**config.mk**
```make
export PLATFORM = sky130hd
export DESIGN_NAME = psip_top
export DESIGN_NICKNAME = d
export VERILOG_FILES = /design/src/rtl/psip_pkg.sv /design/src/rtl/psip_line_if.sv /design/src/rtl/psip_line_sync.sv /design/src/rtl/psip_top.sv
export SDC_FILE = /design/constraint.sdc
export NUM_CORES = 1
export LEC_CHECK = 0
export BUFFER_PORTS_ARGS = -buffer_cell sky130_fd_sc_hd__buf_2
export CAP_MARGIN = 20
export CORE_AREA = 10 10 148 150
export DETAILED_ROUTE_END_ITERATION = 10
export DIE_AREA = 0 0 158 160
export HOLD_SLACK_MARGIN = 0.1
export PLACE_DENSITY = 0.62
export SYNTH_ARGS = -nofsm -noshare
export SYNTH_HDL_FRONTEND = slang
export SYNTH_HIERARCHICAL = 1
export SYNTH_SLANG_ARGS = --single-unit
```
**constraint.sdc**
```tcl
create_clock -name mclk -period 2.7 [get_ports mclk]
set_input_delay 0.27 -clock mclk [delete_from_list [all_inputs] [get_ports mclk]]
set_output_delay 0.27 -clock mclk [all_outputs]
set_load 0.02 [all_outputs]
```
**src/rtl/psip_pkg.sv**
```systemverilog
// Purpose: Shared constants and types of the proximity sensor serial port
// Assumes: Word registers, low byte at bits 7:0, high byte at bits 15:8
// Notes: Field positions index the 16-bit word of a command code
`default_nettype none
package psip_pkg;
    // Bus target address
    localparam logic [6:0] DEV_ADDR = 7'h60;
    // Command codes
    localparam logic [7:0] CMD_RSVD0 = 8'h00;
    localparam logic [7:0] CMD_CONF12 = 8'h03;
    localparam logic [7:0] CMD_CONF3MS = 8'h04;
    localparam logic [7:0] CMD_CANC = 8'h05;
    localparam logic [7:0] CMD_THDL = 8'h06;
    localparam logic [7:0] CMD_THDH = 8'h07;
    localparam logic [7:0] CMD_DATA = 8'h08;
    localparam logic [7:0] CMD_FLAG = 8'h0B;
    localparam logic [7:0] CMD_ID = 8'h0C;
    // Reset values of the writable words
    localparam logic [15:0] RST_RSVD0 = 16'h0001;
    localparam logic [15:0] RST_CONF12 = 16'h0003;
    localparam logic [15:0] RST_OTHER = 16'h0000;
    // Field positions inside words
    localparam int SD_BIT = 0;      // Shutdown, 1 = measurement off
    localparam int IT_LSB = 1;      // Integration period select, 3 bits
    localparam int PERS_LSB = 4;    // Persistence, 2 bits, 1 to 4 samples
    localparam int INTEN_BIT = 8;   // Interrupt enable
    localparam int HD_BIT = 11;     // 1 = 16-bit result
    localparam int CUR_LSB = 8;     // Emitter current code, 3 bits
    localparam int AWAY_BIT = 8;    // Flag word: fell below low threshold
    localparam int CLOSE_BIT = 9;   // Flag word: rose above high threshold
    // Full scale of the result
    localparam logic [15:0] FS12 = 16'h0FFF;
    // Emitter sink current in mA
    localparam logic [7:0] CUR_MIN_MA = 8'h32;
    localparam logic [7:0] CUR_STEP_MA = 8'h19;
    localparam logic [7:0] CUR_MAX_MA = 8'hC8;
    localparam logic [2:0] CUR_TOP_CODE = 3'h6;
    // Byte phases of a transfer
    localparam logic [1:0] PH_ADDR = 2'h0;
    localparam logic [1:0] PH_CMD = 2'h1;
    localparam logic [1:0] PH_LO = 2'h2;
    localparam logic [1:0] PH_HI = 2'h3;
    localparam logic [3:0] BITS_DONE = 4'h8;
    localparam logic [3:0] LAST_BIT = 4'h7;
    // Serial engine states
    typedef enum logic [2:0] {S_IDLE, S_RECV, S_ACK, S_SEND, S_HACK} psip_state_e;
    // Writable words: the reserved word 0 and codes 3 to 7
    function automatic logic isWritable(input logic [7:0] c);
        isWritable = (c == CMD_RSVD0) || ((c >= CMD_CONF12) && (c <= CMD_THDH));
    endfunction : isWritable
endpackage : psip_pkg
`default_nettype wire

```
**src/rtl/psip_line_if.sv**
```systemverilog
// Purpose: Bus line events passed from the line conditioner to the engine
// Assumes: All signals on mclk, events are one-cycle pulses
// Notes: Produced by psip_line_sync only
`default_nettype none
interface psip_line_if;
    logic sclRise;   // Clock rose
    logic sclFall;   // Clock fell
    logic startCond; // Start or repeated start
    logic stopCond;  // Stop
    logic sdaBit;    // Settled data level
    modport prod (output sclRise, sclFall, startCond, stopCond, sdaBit);
    modport cons (input sclRise, sclFall, startCond, stopCond, sdaBit);
endinterface : psip_line_if
`default_nettype wire

```
**src/rtl/psip_line_sync.sv**
```systemverilog
// Purpose: Synchronise bus pins and detect edges, start and stop
// Assumes: mclk well above the bus clock rate
// Notes: The first stage of each pin is read only by the second
`default_nettype none
module psip_line_sync (
    // Clock and reset
    input wire logic mclk,
    input wire logic rstn,
    // Bus pins
    input wire logic sclIn,
    input wire logic sdaIn,
    // Events out
    psip_line_if.prod ln
);
    logic [2:0] scl_r;   // Two sync stages plus previous value
    logic [2:0] sda_r;
    logic [2:0] scl_nxt;
    logic [2:0] sda_nxt;

    // Shift chains, idle bus level is high
    always_comb begin
        scl_nxt = {scl_r[1:0], sclIn};
        sda_nxt = {sda_r[1:0], sdaIn};
    end

    // Registers only
    always_ff @(posedge mclk or negedge rstn) begin
        if (!rstn) begin
            scl_r <= 3'h7;
            sda_r <= 3'h7;
        end else begin
            scl_r <= scl_nxt;
            sda_r <= sda_nxt;
        end
    end

    // Events from settled stages only; data change with clock high marks framing
    assign ln.sclRise = scl_r[1] & ~scl_r[2];
    assign ln.sclFall = ~scl_r[1] & scl_r[2];
    assign ln.startCond = scl_r[1] & scl_r[2] & ~sda_r[1] & sda_r[2];
    assign ln.stopCond = scl_r[1] & scl_r[2] & sda_r[1] & ~sda_r[2];
    assign ln.sdaBit = sda_r[1];
endmodule : psip_line_sync
`default_nettype wire

```
**src/rtl/psip_top.sv**
```systemverilog
// Purpose: Serial word-access register port of a proximity sensor
// Assumes: Host is bus master and makes the bus clock; samples come from outside
// Notes: Data pin is open drain, driven only low
`default_nettype none
// Functional notes
// - Answer only target address 0x60
// - All access goes through command codes
// - Word transfers: address, command, two bytes
// - Acknowledge every byte the host drives, up to the high data byte
// - Reading flag word clears interrupt
// - Result saturates at 12 or 16 bits
// - Emitter current selectable 50 to 200 mA
// - Eight-bit command selects low/high pair
// - Interrupt beyond thresholds after persistence
module psip_top #(
    parameter logic [15:0] ID_WORD = 16'h0A5A // Arbitrary identity value
) (
    // Clock and reset
    input wire logic mclk,
    input wire logic rstn,
    // Serial bus
    input wire logic sclIn,
    input wire logic sdaIn,
    output logic sdaOut,
    output logic sdaOe,
    // Measurement side
    input wire logic [15:0] sampleRaw,
    input wire logic sampleValid,
    output logic measEnable,
    output logic [2:0] integrationPeriodSelect,
    output logic resolution16,
    output logic [7:0] emitterDriveMa,
    // Interrupt, active low
    output logic intN
);
    psip_line_if ln ();
    psip_line_sync u_sync (.mclk(mclk), .rstn(rstn), .sclIn(sclIn), .sdaIn(sdaIn), .ln(ln));

    // Serial engine state
    psip_pkg::psip_state_e state_r, state_nxt;
    logic [3:0] cnt_r, cnt_nxt;     // Bit count in byte
    logic [7:0] sh_r, sh_nxt;       // Shift register
    logic [1:0] ph_r, ph_nxt;       // Byte phase
    logic [7:0] cmd_r, cmd_nxt;     // Command code, kept over repeated start
    logic [7:0] lo_r, lo_nxt;       // Low byte written, or latched high byte on read
    logic rd_r, rd_nxt;             // Read direction
    logic oe_r, oe_nxt;             // Pulling data low
    logic wrEn;                     // Word complete
    logic flagRd;                   // Flag word high byte handed out
    logic [15:0] rdVal;             // Word selected by the command
    // Registers
    logic [15:0] cfg_r [0:7];
    logic [15:0] cfg_nxt [0:7];
    logic [7:0] drv_r, drv_nxt;
    logic [2:0] curCode;
    // Measurement
    logic [15:0] data_r, data_nxt, sat;
    logic [1:0] flag_r, flag_nxt;   // {close, away}
    logic [1:0] hiCnt_r, hiCnt_nxt, loCnt_r, loCnt_nxt;
    logic int_r, int_nxt;
    logic evtClose, evtAway, addrBad;

    // Word seen by the host for the current command
    always_comb begin
        case (cmd_r)
            psip_pkg::CMD_RSVD0, psip_pkg::CMD_CONF12, psip_pkg::CMD_CONF3MS,
            psip_pkg::CMD_CANC, psip_pkg::CMD_THDL, psip_pkg::CMD_THDH: rdVal = cfg_r[cmd_r[2:0]];
            psip_pkg::CMD_DATA: rdVal = data_r;
            psip_pkg::CMD_FLAG: rdVal = {6'h00, flag_r, 8'h00};
            psip_pkg::CMD_ID: rdVal = ID_WORD;
            default: rdVal = 16'h0000; // Unmapped codes read zero
        endcase
    end

    assign addrBad = (ph_r == psip_pkg::PH_ADDR) && (sh_r[7:1] != psip_pkg::DEV_ADDR);

    // Serial engine next state; stop and start override any byte in progress
    always_comb begin
        state_nxt = state_r;
        cnt_nxt = cnt_r;
        sh_nxt = sh_r;
        ph_nxt = ph_r;
        cmd_nxt = cmd_r;
        lo_nxt = lo_r;
        rd_nxt = rd_r;
        oe_nxt = oe_r;
        wrEn = 1'b0;
        flagRd = 1'b0;
        if (ln.stopCond) begin
            state_nxt = psip_pkg::S_IDLE;
            oe_nxt = 1'b0;
        end else if (ln.startCond) begin
            state_nxt = psip_pkg::S_RECV;
            ph_nxt = psip_pkg::PH_ADDR;
            cnt_nxt = 4'h0;
            oe_nxt = 1'b0;
        end else begin
            case (state_r)
                psip_pkg::S_RECV: begin
                    if (ln.sclRise) begin
                        sh_nxt = {sh_r[6:0], ln.sdaBit};
                        cnt_nxt = cnt_r + 4'h1;
                    end else if (ln.sclFall && cnt_r == psip_pkg::BITS_DONE) begin
                        if (addrBad) begin
                            state_nxt = psip_pkg::S_IDLE;
                        end else begin
                            state_nxt = psip_pkg::S_ACK;
                            oe_nxt = 1'b1;
                            case (ph_r)
                                psip_pkg::PH_ADDR: rd_nxt = sh_r[0];
                                psip_pkg::PH_CMD: cmd_nxt = sh_r;
                                psip_pkg::PH_LO: lo_nxt = sh_r;
                                default: wrEn = 1'b1;
                            endcase
                        end
                    end
                end
                psip_pkg::S_ACK: begin
                    if (ln.sclFall) begin
                        cnt_nxt = 4'h0;
                        if (ph_r == psip_pkg::PH_ADDR && rd_r) begin
                            // low byte first, high byte held for coherence
                            state_nxt = psip_pkg::S_SEND;
                            ph_nxt = psip_pkg::PH_LO;
                            sh_nxt = rdVal[7:0];
                            lo_nxt = rdVal[15:8];
                            oe_nxt = ~rdVal[7];
                        end else if (ph_r == psip_pkg::PH_HI) begin
                            // Extra bytes get no acknowledge
                            state_nxt = psip_pkg::S_IDLE;
                            oe_nxt = 1'b0;
                        end else begin
                            state_nxt = psip_pkg::S_RECV;
                            ph_nxt = ph_r + 2'h1;
                            oe_nxt = 1'b0;
                        end
                    end
                end
                psip_pkg::S_SEND: begin
                    if (ln.sclFall) begin
                        if (cnt_r == psip_pkg::LAST_BIT) begin
                            state_nxt = psip_pkg::S_HACK;
                            oe_nxt = 1'b0;
                        end else begin
                            sh_nxt = {sh_r[6:0], 1'b0};
                            cnt_nxt = cnt_r + 4'h1;
                            oe_nxt = ~sh_r[6];
                        end
                    end
                end
                psip_pkg::S_HACK: begin
                    if (ln.sclRise && ln.sdaBit) begin
                        state_nxt = psip_pkg::S_IDLE; // Host declined more
                    end else if (ln.sclFall) begin
                        cnt_nxt = 4'h0;
                        if (ph_r == psip_pkg::PH_LO) begin
                            state_nxt = psip_pkg::S_SEND;
                            ph_nxt = psip_pkg::PH_HI;
                            sh_nxt = lo_r;
                            oe_nxt = ~lo_r[7];
                            flagRd = (cmd_r == psip_pkg::CMD_FLAG);
                        end else begin
                            state_nxt = psip_pkg::S_IDLE;
                        end
                    end
                end
                default: state_nxt = psip_pkg::S_IDLE;
            endcase
        end
    end

    // Serial engine registers
    always_ff @(posedge mclk or negedge rstn) begin
        if (!rstn) begin
            state_r <= psip_pkg::S_IDLE;
            cnt_r <= 4'h0;
            sh_r <= 8'h00;
            ph_r <= psip_pkg::PH_ADDR;
            cmd_r <= 8'h00;
            lo_r <= 8'h00;
            rd_r <= 1'b0;
            oe_r <= 1'b0;
        end else begin
            state_r <= state_nxt;
            cnt_r <= cnt_nxt;
            sh_r <= sh_nxt;
            ph_r <= ph_nxt;
            cmd_r <= cmd_nxt;
            lo_r <= lo_nxt;
            rd_r <= rd_nxt;
            oe_r <= oe_nxt;
        end
    end

    assign sdaOut = 1'b0;
    assign sdaOe = oe_r;

    // Register words and emitter current; writes to read-only codes are dropped
    always_comb begin
        cfg_nxt = cfg_r;
        if (wrEn && psip_pkg::isWritable(cmd_r)) begin
            cfg_nxt[cmd_r[2:0]] = {sh_r, lo_r};
        end
        // code 6 and above give the maximum
        curCode = cfg_r[psip_pkg::CMD_CONF3MS[2:0]][psip_pkg::CUR_LSB +: 3];
        if (curCode >= psip_pkg::CUR_TOP_CODE) begin
            drv_nxt = psip_pkg::CUR_MAX_MA;
        end else begin
            drv_nxt = 8'(psip_pkg::CUR_MIN_MA + {5'h00, curCode} * psip_pkg::CUR_STEP_MA);
        end
    end

    always_ff @(posedge mclk or negedge rstn) begin
        if (!rstn) begin
            for (int i = 0; i < 8; i++) begin
                cfg_r[i] <= (i == 0) ? psip_pkg::RST_RSVD0 :
                            (i == 3) ? psip_pkg::RST_CONF12 : psip_pkg::RST_OTHER;
            end
            drv_r <= psip_pkg::CUR_MIN_MA;
        end else begin
            cfg_r <= cfg_nxt;
            drv_r <= drv_nxt;
        end
    end

    assign emitterDriveMa = drv_r;
    assign measEnable = ~cfg_r[psip_pkg::CMD_CONF12[2:0]][psip_pkg::SD_BIT];
    assign integrationPeriodSelect = cfg_r[psip_pkg::CMD_CONF12[2:0]][psip_pkg::IT_LSB +: 3];
    assign resolution16 = cfg_r[psip_pkg::CMD_CONF12[2:0]][psip_pkg::HD_BIT];

    // Result, persistence and flags; a new event wins over a clearing read
    always_comb begin
        sat = (resolution16 || sampleRaw <= psip_pkg::FS12) ? sampleRaw : psip_pkg::FS12;
        data_nxt = sampleValid ? sat : data_r;
        hiCnt_nxt = hiCnt_r;
        loCnt_nxt = loCnt_r;
        evtClose = 1'b0;
        evtAway = 1'b0;
        if (sampleValid) begin
            if (sat > cfg_r[psip_pkg::CMD_THDH[2:0]]) begin
                evtClose = (hiCnt_r == cfg_r[psip_pkg::CMD_CONF12[2:0]][psip_pkg::PERS_LSB +: 2]);
                hiCnt_nxt = evtClose ? hiCnt_r : hiCnt_r + 2'h1;
            end else begin
                hiCnt_nxt = 2'h0;
            end
            if (sat < cfg_r[psip_pkg::CMD_THDL[2:0]]) begin
                evtAway = (loCnt_r == cfg_r[psip_pkg::CMD_CONF12[2:0]][psip_pkg::PERS_LSB +: 2]);
                loCnt_nxt = evtAway ? loCnt_r : loCnt_r + 2'h1;
            end else begin
                loCnt_nxt = 2'h0;
            end
        end
        flag_nxt = flagRd ? 2'h0 : flag_r;
        if (cfg_r[psip_pkg::CMD_CONF12[2:0]][psip_pkg::INTEN_BIT]) begin
            flag_nxt = flag_nxt | {evtClose, evtAway};
        end
        int_nxt = |flag_nxt;
    end

    always_ff @(posedge mclk or negedge rstn) begin
        if (!rstn) begin
            data_r <= 16'h0000;
            flag_r <= 2'h0;
            hiCnt_r <= 2'h0;
            loCnt_r <= 2'h0;
            int_r <= 1'b0;
        end else begin
            data_r <= data_nxt;
            flag_r <= flag_nxt;
            hiCnt_r <= hiCnt_nxt;
            loCnt_r <= loCnt_nxt;
            int_r <= int_nxt;
        end
    end

    assign intN = ~int_r;

    wire byteEnd = state_r == psip_pkg::S_RECV && ln.sclFall && cnt_r == psip_pkg::BITS_DONE
                   && !ln.stopCond && !ln.startCond;
    wire rdTurn = state_r == psip_pkg::S_ACK && ln.sclFall && rd_r && ph_r == psip_pkg::PH_ADDR
                  && !ln.stopCond && !ln.startCond;
endmodule : psip_top
`default_nettype wire

```
==> results.ini, run 1 <==
[pwr]
net-switching-power_mw=2.52
combinational_group_share_of_total_power=0.243
vdd_ir_drop_max_v=0.000462
pwr-share-clk=0.332
internal-power_mw=4.76
power_frac_seq=0.425
power.static_leakage_nw=4.85
sw_frac_of_total=0.346
power_density_nw_per_um2=680

[routing]
drt_pre_antenna_iters=5
final_antenna_violating_net_count=0
avgViaCountPerCell=5.86
drt_first_iter_violations=645
vias=7176
totalWireLength_mm=25.7
post-route-drc-count=0
wl_per_cell_um=21.0

[clocking]
clkLatencyLatePin_ps=430
clockBufferDepth=2
clock_tree_from_tritoncts=built
clock_tree.htree_level_count=4
clockRootBuffer=clkbuf_16
clock_sink_count=168
path_clk_slew_ps=70
cts_inserted_buffers=17

[timing]
post-route-min-period_ps=2500
hold_slack_ps=189
fin_crit_sh=0.925
clock_skew_ps=11.9
rsz0062_at_grt=yes
clock.fmax_mhz=401
final_hold_viol_count=0
worst_slew_margin_rel=0.547
report.final.setup_viol=0
max_slew_vio_count=0
measured_slew_at_the_worst_slew_check_pin_ps=680

[synthesis]
ys_async_sr_fraction=1.00
mappedNetlistNets=970
synth_sequential_area_ratio=0.451
syn-cell-area_um2=9360
synth_enable_flop_cells=0
synth.ff_latch_count=168
syn_inst=902
yosysUniqueCellTypes=86
synth_area_per_cell_um2=10.4
ys.flop_type=dfrtp_1
yosysWarningCount=6

[critical_path]
critical-path-top-delay-family=compound AO/OA/AOI/OAI gates
critical_path.n_buffers_inverters=2
cp_endpoint_kind=flip-flop
timing_worst_setup_path_type=flip-flop to flip-flop
critical_path_peak_fanout=9
cpPeakStageDelay_ps=360
crit_path_start_kind=flip-flop
path_cells=nor2_1, buf_4, or2_2, ha_1, nand4_1, o21bai_1, a311o_1, a21oi_2, buf_4, a21oi_1, o21ai_0
crit_top_cell=buf_4
arrival_ps=2850
critical_path_required_ps=3060
critical_path.slowest_cell=dfrtp_1

[die]
die_w_um=158
chipHeight_um=160
core.rowCount=51
floorplan.io_pins=37
core_um2=19100
floorplan.die_area_um2=25300
start_util=0.491

[placed_design]
gp_congestion=0.923
dpl.hpwl_mm=19.0
io_buffers=35
placed_cells_incl_taps=1189
dpl_cell_area_um2=10100

[grt]
wire_length_of_the_first_global_routing_pass_mm=41.0
gr-usage-all-layers=0.209
first_global_vias=7160
grt_max_degree=68
grt_overflow=0
number_of_antenna_violations_at_the_first_check_in_global_routing=0

[run_status]
outcome=completed

[finish]
final-instance-count-excl-fill=1224
finalInstanceArea_um2=10700
nets=1041
finish.utilization=0.561
layout-area-overhead-vs-synth_pct=14.4
num_antenna_cells=0
final_layout_size_suffix_gt1_frac=0.281

[worst_hold_path]
hp-class=input port to flip-flop

[run]
drv.max_cap_violation_count=0

-- layer usage --
| layer | track usage | routed length, µm | vias to the layer above |
|---|---|---|---|
| li1 | - | - | 3385 |
| met1 | 0.294 | 11900 | 3519 |
| met2 | 0.315 | 11600 | 234 |
| met3 | 0.0365 | 1670 | 38 |
| met4 | 0.0741 | 593 | 0 |
| met5 | 0 | 0 | - |
-- metrics by stage --
step | total power, mW | setup TNS (ps) | setup slack (ps)
6_report | 7.28 | 0 | 203
5_1_grt | 7.57 | -16.4 | -16.4
4_1_cts | 7.28 | 0 | 100
3_5_place_dp | 4.87 | -1130 | -278
3_3_place_gp | 4.84 | -606 | -202
2_1_floorplan | 4.10 | 0 | 46.7
-- registers in the layout (all words and copies together) (netlist names) --
name,flops
cfg_r,92
data_r,16
cmd_r,8
emitterDriveMa,8
lo_r,8
sh_r,8
cnt_r,4
integrationPeriodSelect,3
state_r,3
u_sync/scl_r,3
u_sync/sda_r,3
flag_r,2
hiCnt_r,2
loCnt_r,2
ph_r,2
int_r,1
rd_r,1
resolution16,1
sdaOe,1
-- worst reg2reg max path: stages (launching register included) --
cell and delay, ps:
dfrtp_1 360, nor2_1 80, buf_4 170, or2_2 300, ha_1 320, nand4_1 130, o21bai_1 180, a311o_1 320
a21oi_2 190, buf_4 150, a21oi_1 60, o21ai_0 150
-- power by group through the flow --
| stage | sequential [mW] | clock [mW] | combinational (mW) |
|---|---|---|---|
| 3_5_place_dp | 3.12 | 0 | 1.74 |
| 4_1_cts | 3.08 | 2.44 | 1.76 |
| 3_3_place_gp | 3.12 | 0 | 1.72 |
| 6_report | 3.10 | 2.41 | 1.77 |
| 2_1_floorplan | 2.94 | 0 | 1.15 |
| 5_1_grt | 3.11 | 2.53 | 1.93 |
-- cells by family (layout without fill, tap and decap cells) --
logic type,Yosys count,in the layout,share of synthesized area
buffers and inverters,107,191,0.0528
other,1,1,0.000400
muxes,105,105,0.131
and+or+nand+nor,247,247,0.143
xor gates and xnor gates,8,8,0.00748
AOI/OAI and AO/OA,219,219,0.151
DFF,168,168,0.451
adders and majority gates,47,47,0.0628
-- worst paths after layout --
check                                                from                           to  slack, ps  depth (start not counted)
worst min-delay path                         sampleRaw[0]        data_r[0]$_DFFE_PN0P_        190                          3
worst min register to register  u_sync/sda_r[0]$_DFF_PN1_    u_sync/sda_r[1]$_DFF_PN1_        360                          0
worst max register to register   resolution16$_DFFE_PN0P_       hiCnt_r[0]$_DFFE_PN0P_        200                         11
min in group asynchronous                            rstn  emitterDriveMa[3]$_DFF_PN0_        400                          2
worst max-delay path             resolution16$_DFFE_PN0P_       hiCnt_r[0]$_DFFE_PN0P_        200                         11
max in group asynchronous                            rstn       cfg_r[112]$_DFFE_PN1P_       1450                          3
-- layout by cell type, fill, tap and decap left out, drive strengths merged, types with 4 or more instances in the layout --
master	instances
dfrtp	156
buf	102
mux2	92
nand2	79
o21ai	63
inv	58
nor2	50
ha	47
a21oi	47
nor3	21
clkbuf	21
nand3	17
or2	15
o22ai	13
and2	13
dfstp	12
nor2b	10
a221oi	9
a31oi	9
mux2i	9
o21a	8
nand2b	8
nand4	8
and3	6
xor2	6
a2bb2oi	6
a22oi	6
clkinv	6
o211ai	5
a21o	4
a311oi	4
mux4	4
a211oi	4
nor3b	4
-- area by class of cell --
type	instances	area, µm²
Clock inverter	11	113
Tap cell	238	298
Multi-Input combinational cell	627	4660
Sequential cell	168	4220
Clock buffer	21	460
Timing Repair Buffer	105	752
Inverter	54	203
Fill cell	1673	8370
-- timing repair --
| action | CTS | global route |
|---|---|---|
| hold buffers | 3 | 0 |
| hold endpoints to repair | 61 | 0 |
| buffers inserted | 0 | 0 |
| gates resized for setup | 0 | 2 |
| setup endpoints to repair | 0 | 3 |
-- Yosys cell counts (5+ instances only) --
master | n | area share
a21oi_1 | 47 | 0.025
a221oi_1 | 9 | 0.0084
a22oi_1 | 6 | 0.0048
a2bb2oi_1 | 6 | 0.0056
a31oi_1 | 9 | 0.0060
and2_1 | 10 | 0.0067
and3_1 | 6 | 0.0040
buf_2 | 17 | 0.0091
buf_4 | 6 | 0.0048
buf_6 | 5 | 0.0060
clkbuf_1 | 22 | 0.0088
dfrtp_1 | 156 | 0.42
dfstp_2 | 12 | 0.034
ha_1 | 47 | 0.063
inv_1 | 52 | 0.021
mux2_2 | 87 | 0.10
mux2i_1 | 9 | 0.0096
nand2_1 | 78 | 0.031
nand2b_1 | 7 | 0.0047
nand3_1 | 16 | 0.0086
nand4_1 | 6 | 0.0040
nor2_1 | 45 | 0.018
nor2b_1 | 10 | 0.0067
nor3_1 | 19 | 0.010
o211ai_1 | 5 | 0.0040
o21a_1 | 8 | 0.0064
o21ai_0 | 63 | 0.034
o22ai_1 | 13 | 0.0087
or2_2 | 14 | 0.0094
xor2_1 | 6 | 0.0056
Power figures use the tool's default switching activity.
==> inputs of run 2 (changes only) <==
- ABC_AREA: default -> 1
- CORE_AREA: 10 10 148 150 -> 10 10 144 146
- DIE_AREA: 0 0 158 160 -> 0 0 154 156
==> run 2 against run 1 <==
Compared with the run above:
- maximum frequency is 1.1% higher
- global-route usage is 0.80 points higher
- final area is 5.9% lower
- non-clock buffer count is 24 lower
- largest power group unchanged
- clock skew is 2.1 ps lower
- sequential power is 5% lower
==> results.ini, run 2 <==
[run_status]
outcome=completed

[pwr]
vdd_ir_drop_max_v=0.000548  ; +19%
power_density_nw_per_um2=692  ; +1.8%
power.static_leakage_nw=4.85  ; about the same
total_power_mw=6.98  ; -4.1%

[synthesis]
yosysUniqueCellTypes=49  ; -43%
yosysWarningCount=6  ; unchanged
area_share_of_the_largest_cell_type_after_synthesis=0.442  ; +0.0247
synth_area_per_cell_um2=8.26  ; -20%
synth.mux.area_fraction=0  ; -0.131
main_combinational_cell_family_by_area_after_synthesis=simple AND/OR/NAND/NOR gates
synth_simple_gate_area_share=0.207  ; +0.0640
yosys-top-cells-count=276 x nand2_1, 156 x dfrtp_1, 114 x inv_1
synth.ff_latch_count=168  ; unchanged
yosys.area_share.xor_xnor=0.00594  ; -0.00154
synth_enable_flop_cells=0  ; unchanged
yosysMostFrequentCell=nand2_1
ys.flop_type=dfrtp_1
ys_async_sr_fraction=1.00  ; unchanged
mappedNetlistNets=1138  ; +17%
syn-cell-area_um2=8840  ; -5.6%
synth_area_in_adders=0.0665  ; +0.00372
synthDominantAreaCellType=dfrtp_1
synth-compound-area-share=0.167  ; +0.0158
synth_sequential_area_ratio=0.477  ; +0.0267
cell_types_occupying_the_most_area_after_synthesis=dfrtp_1 44%, nand2_1 12%, ha_1 6.7%
syn_inst=1070  ; +19%

[routing]
post-route-drc-count=0  ; unchanged
wl_per_cell_um=18.7  ; -11%
drt_pre_antenna_iters=7  ; +2
drt_first_iter_violations=632  ; -2.0%
totalWireLength_mm=25.7  ; -0.18%
avgViaCountPerCell=5.48  ; -6.6%
vias=7509  ; +4.6%
final_antenna_violating_net_count=0  ; unchanged

[critical_path]
timing_worst_setup_path_type=flip-flop to flip-flop
reg2reg_from=resolution16$_DFFE_PN0P_
worst_r2r_path_depth=14  ; +3
crit_path_start_kind=flip-flop
arrival_ps=2820  ; -30 ps
critical_path_required_ps=3050  ; about the same
critical_path.slowest_cell=dfrtp_1
critical_path.reg2reg.endpoint=hiCnt_r[0]$_DFFE_PN0P_
crit_top_cell=nand2_1
path_cells=inv_1, nand2_2, clkinvlp_4, buf_6, or2_2, ha_1, nand2_1, o21ai_0, a21o_1, nand2_1, a21boi_2, buf_4, nand2_1, o21ai_0
worst-r2r-setup-slack_ps=230  ; +30 ps
cp_endpoint_kind=flip-flop
cpPeakStageDelay_ps=350  ; about the same
critical_path_peak_fanout=7  ; -2

[finish]
layout-area-overhead-vs-synth_pct=14.1
multi_input_area_um2=3970  ; -15%
largest_register=cfg_r
num_antenna_cells=0  ; unchanged
largest_register_ff_count=92  ; unchanged
most-common-layout-cells=275 x nand2_1, 156 x dfrtp_1, 113 x inv_1, 86 x o21ai_1, 62 x nor2_1
layout.filler_cells=1640  ; -2.0%
nets=1197  ; +15%
seqCellArea_um2=4220  ; about the same
reg.largest.list=cfg_r (92), data_r (16)
final_layout_size_suffix_gt1_frac=0.147  ; -0.134
commonest_non_fill_non_tap_cell_in_the_layout=nand2_1
finish.utilization=0.565  ; +0.00384

[clocking]
clock_tree_from_tritoncts=built
clockBufferDepth=2  ; unchanged
clockRootBuffer=clkbuf_16
path_clk_slew_ps=70  ; about the same
clock_tree.htree_level_count=4  ; unchanged
clock_sink_count=168  ; unchanged
cts_inserted_buffers=17  ; unchanged
clkLatencyLatePin_ps=430  ; about the same

[timing]
report.final.setup_viol=0  ; unchanged
max_slew_vio_count=0  ; unchanged
post-route-min-period_ps=2470  ; -26.6 ps
rsz0062_at_grt=no
clock_skew_ps=9.76  ; -2.13 ps
fin_crit_sh=0.915  ; -0.00986
worst_slew_margin_rel=0.592  ; +0.0452
final.setup.tns_ps=0  ; unchanged
final_hold_viol_count=0  ; unchanged
measured_slew_at_the_worst_slew_check_pin_ps=609  ; -70.1 ps
clock.fmax_mhz=405  ; +1.1%

[die]
die_w_um=154  ; -2.5%
chipHeight_um=156  ; -2.5%
start_util=0.495  ; +0.00469
floorplan.io_pins=37  ; unchanged
core_um2=17800  ; -6.5%
floorplan.die_area_um2=24000  ; -5.0%
core.rowCount=49  ; -3.9%

[worst_hold_path]
hp-class=input port to flip-flop
worstHoldStart=sampleRaw[13]
worstHoldPathCells=3  ; unchanged
hold_path_end=data_r[13]$_DFFE_PN0P_

[run]
drv.max_cap_violation_count=0  ; unchanged

[grt]
grt_overflow=0  ; unchanged
wire_length_of_the_first_global_routing_pass_mm=41.2  ; +0.49%
gr-usage-all-layers=0.217  ; +0.00799
number_of_antenna_violations_at_the_first_check_in_global_routing=0  ; unchanged
grt_max_degree=60  ; -12%
first_global_vias=7435  ; +3.8%

[placed_design]
dpl.hpwl_mm=18.9  ; -0.65%
gp_congestion=0.920  ; -0.37%
io_buffers=35  ; unchanged

==> run 2: cell types whose count changed in the layout (fill, tap and decap cells not counted), moves of 12 or more <==
cell     change
o22ai_1     +20
inv_1       +61
nor2_1      +17
nand3_1     +12
o21ai_1     +85
mux2_2      -87
buf_4       -23
nand2_1    +197
==> run 2: how the worst max path moves through the flow <==
stage / from / end / slack, ps / cells after the start
after global placement: sampleRaw[12] / hiCnt_r[1]$_DFFE_PN0P_ / 110 / 17
after CTS: resolution16$_DFFE_PN0P_ / hiCnt_r[0]$_DFFE_PN0P_ / 160 / 15
final: resolution16$_DFFE_PN0P_ / hiCnt_r[0]$_DFFE_PN0P_ / 230 / 14
after global routing: resolution16$_DFFE_PN0P_ / hiCnt_r[0]$_DFFE_PN0P_ / 30 / 14
after detailed placement: sampleRaw[12] / hiCnt_r[0]$_DFFE_PN0P_ / 30 / 17
after floorplan: resolution16$_DFFE_PN0P_ / hiCnt_r[0]$_DFFE_PN0P_ / 200 / 16
==> run 2: area by class of cell <==
type	instances	area share
clock inverter	6	0.00893
multi-input combinational	738	0.394
clock buffer	26	0.0495
tap	229	0.0284
timing repair buffer	81	0.0546
inverter	123	0.0462
sequential	168	0.418
==> run 2: through the flow <==
stage	hold slack, ps	setup slack (ps)	cell area [µm²]	std cells
after CTS	129	162	10000	1368
after global routing	146	25.9	10100	1371
after floorplan	-25.6	205	8840	1070
after detailed placement	281	29.4	9410	1333
after global placement	279	106	9410	1333
final	139	230	10100	1371
==> run 2: report_power, final <==
group / switching [mW] / internal [mW] / total (mW)
registers: 0.187 / 2.74 / 2.93
logic: 1.11 / 0.461 / 1.57
clock network: 1.01 / 1.46 / 2.48
==> run 2: what timing repair did <==
action                     4_1_cts  5_1_grt
buffers inserted                 0        3
resized for setup                0       10
hold endpoints to repair        52        0
hold buffers                     3        0
setup endpoints to repair        0        2
==> run 2: metal layers <==
| metal | GRT usage | vias up | part of all wire | wire length (µm) |
|---|---|---|---|---|
| met1 | 0.283 | 3568 | 0.45 | 11500 |
| met2 | 0.349 | 214 | 0.47 | 12000 |
| met5 | 0 | - | 0 | 0 |
| met4 | 0.0832 | 0 | 0.031 | 809 |
| met3 | 0.0408 | 43 | 0.053 | 1360 |
| li1 | - | 3684 | - | - |
==> run 2: kinds of logic (layout without fill, tap and decap cells) <==
| kind of cell | after synthesis | in the layout |
|---|---|---|
| flops | 168 | 168 |
| buf+inv | 164 | 236 |
| simple gates | 426 | 426 |
| other cells | 1 | 1 |
| xor+xnor | 6 | 6 |
| fa+ha+maj | 47 | 47 |
| compound gates | 258 | 258 |
==> run 2: worst max-delay path, delay by kind of cell (launching register included) <==
family / cells / cell delay [ps]
and+or+nand+nor: 5 / 600
buffers and inverters: 4 / 560
adders and majority gates: 1 / 310
AOI/OAI and AO/OA: 4 / 600
DFF: 1 / 350
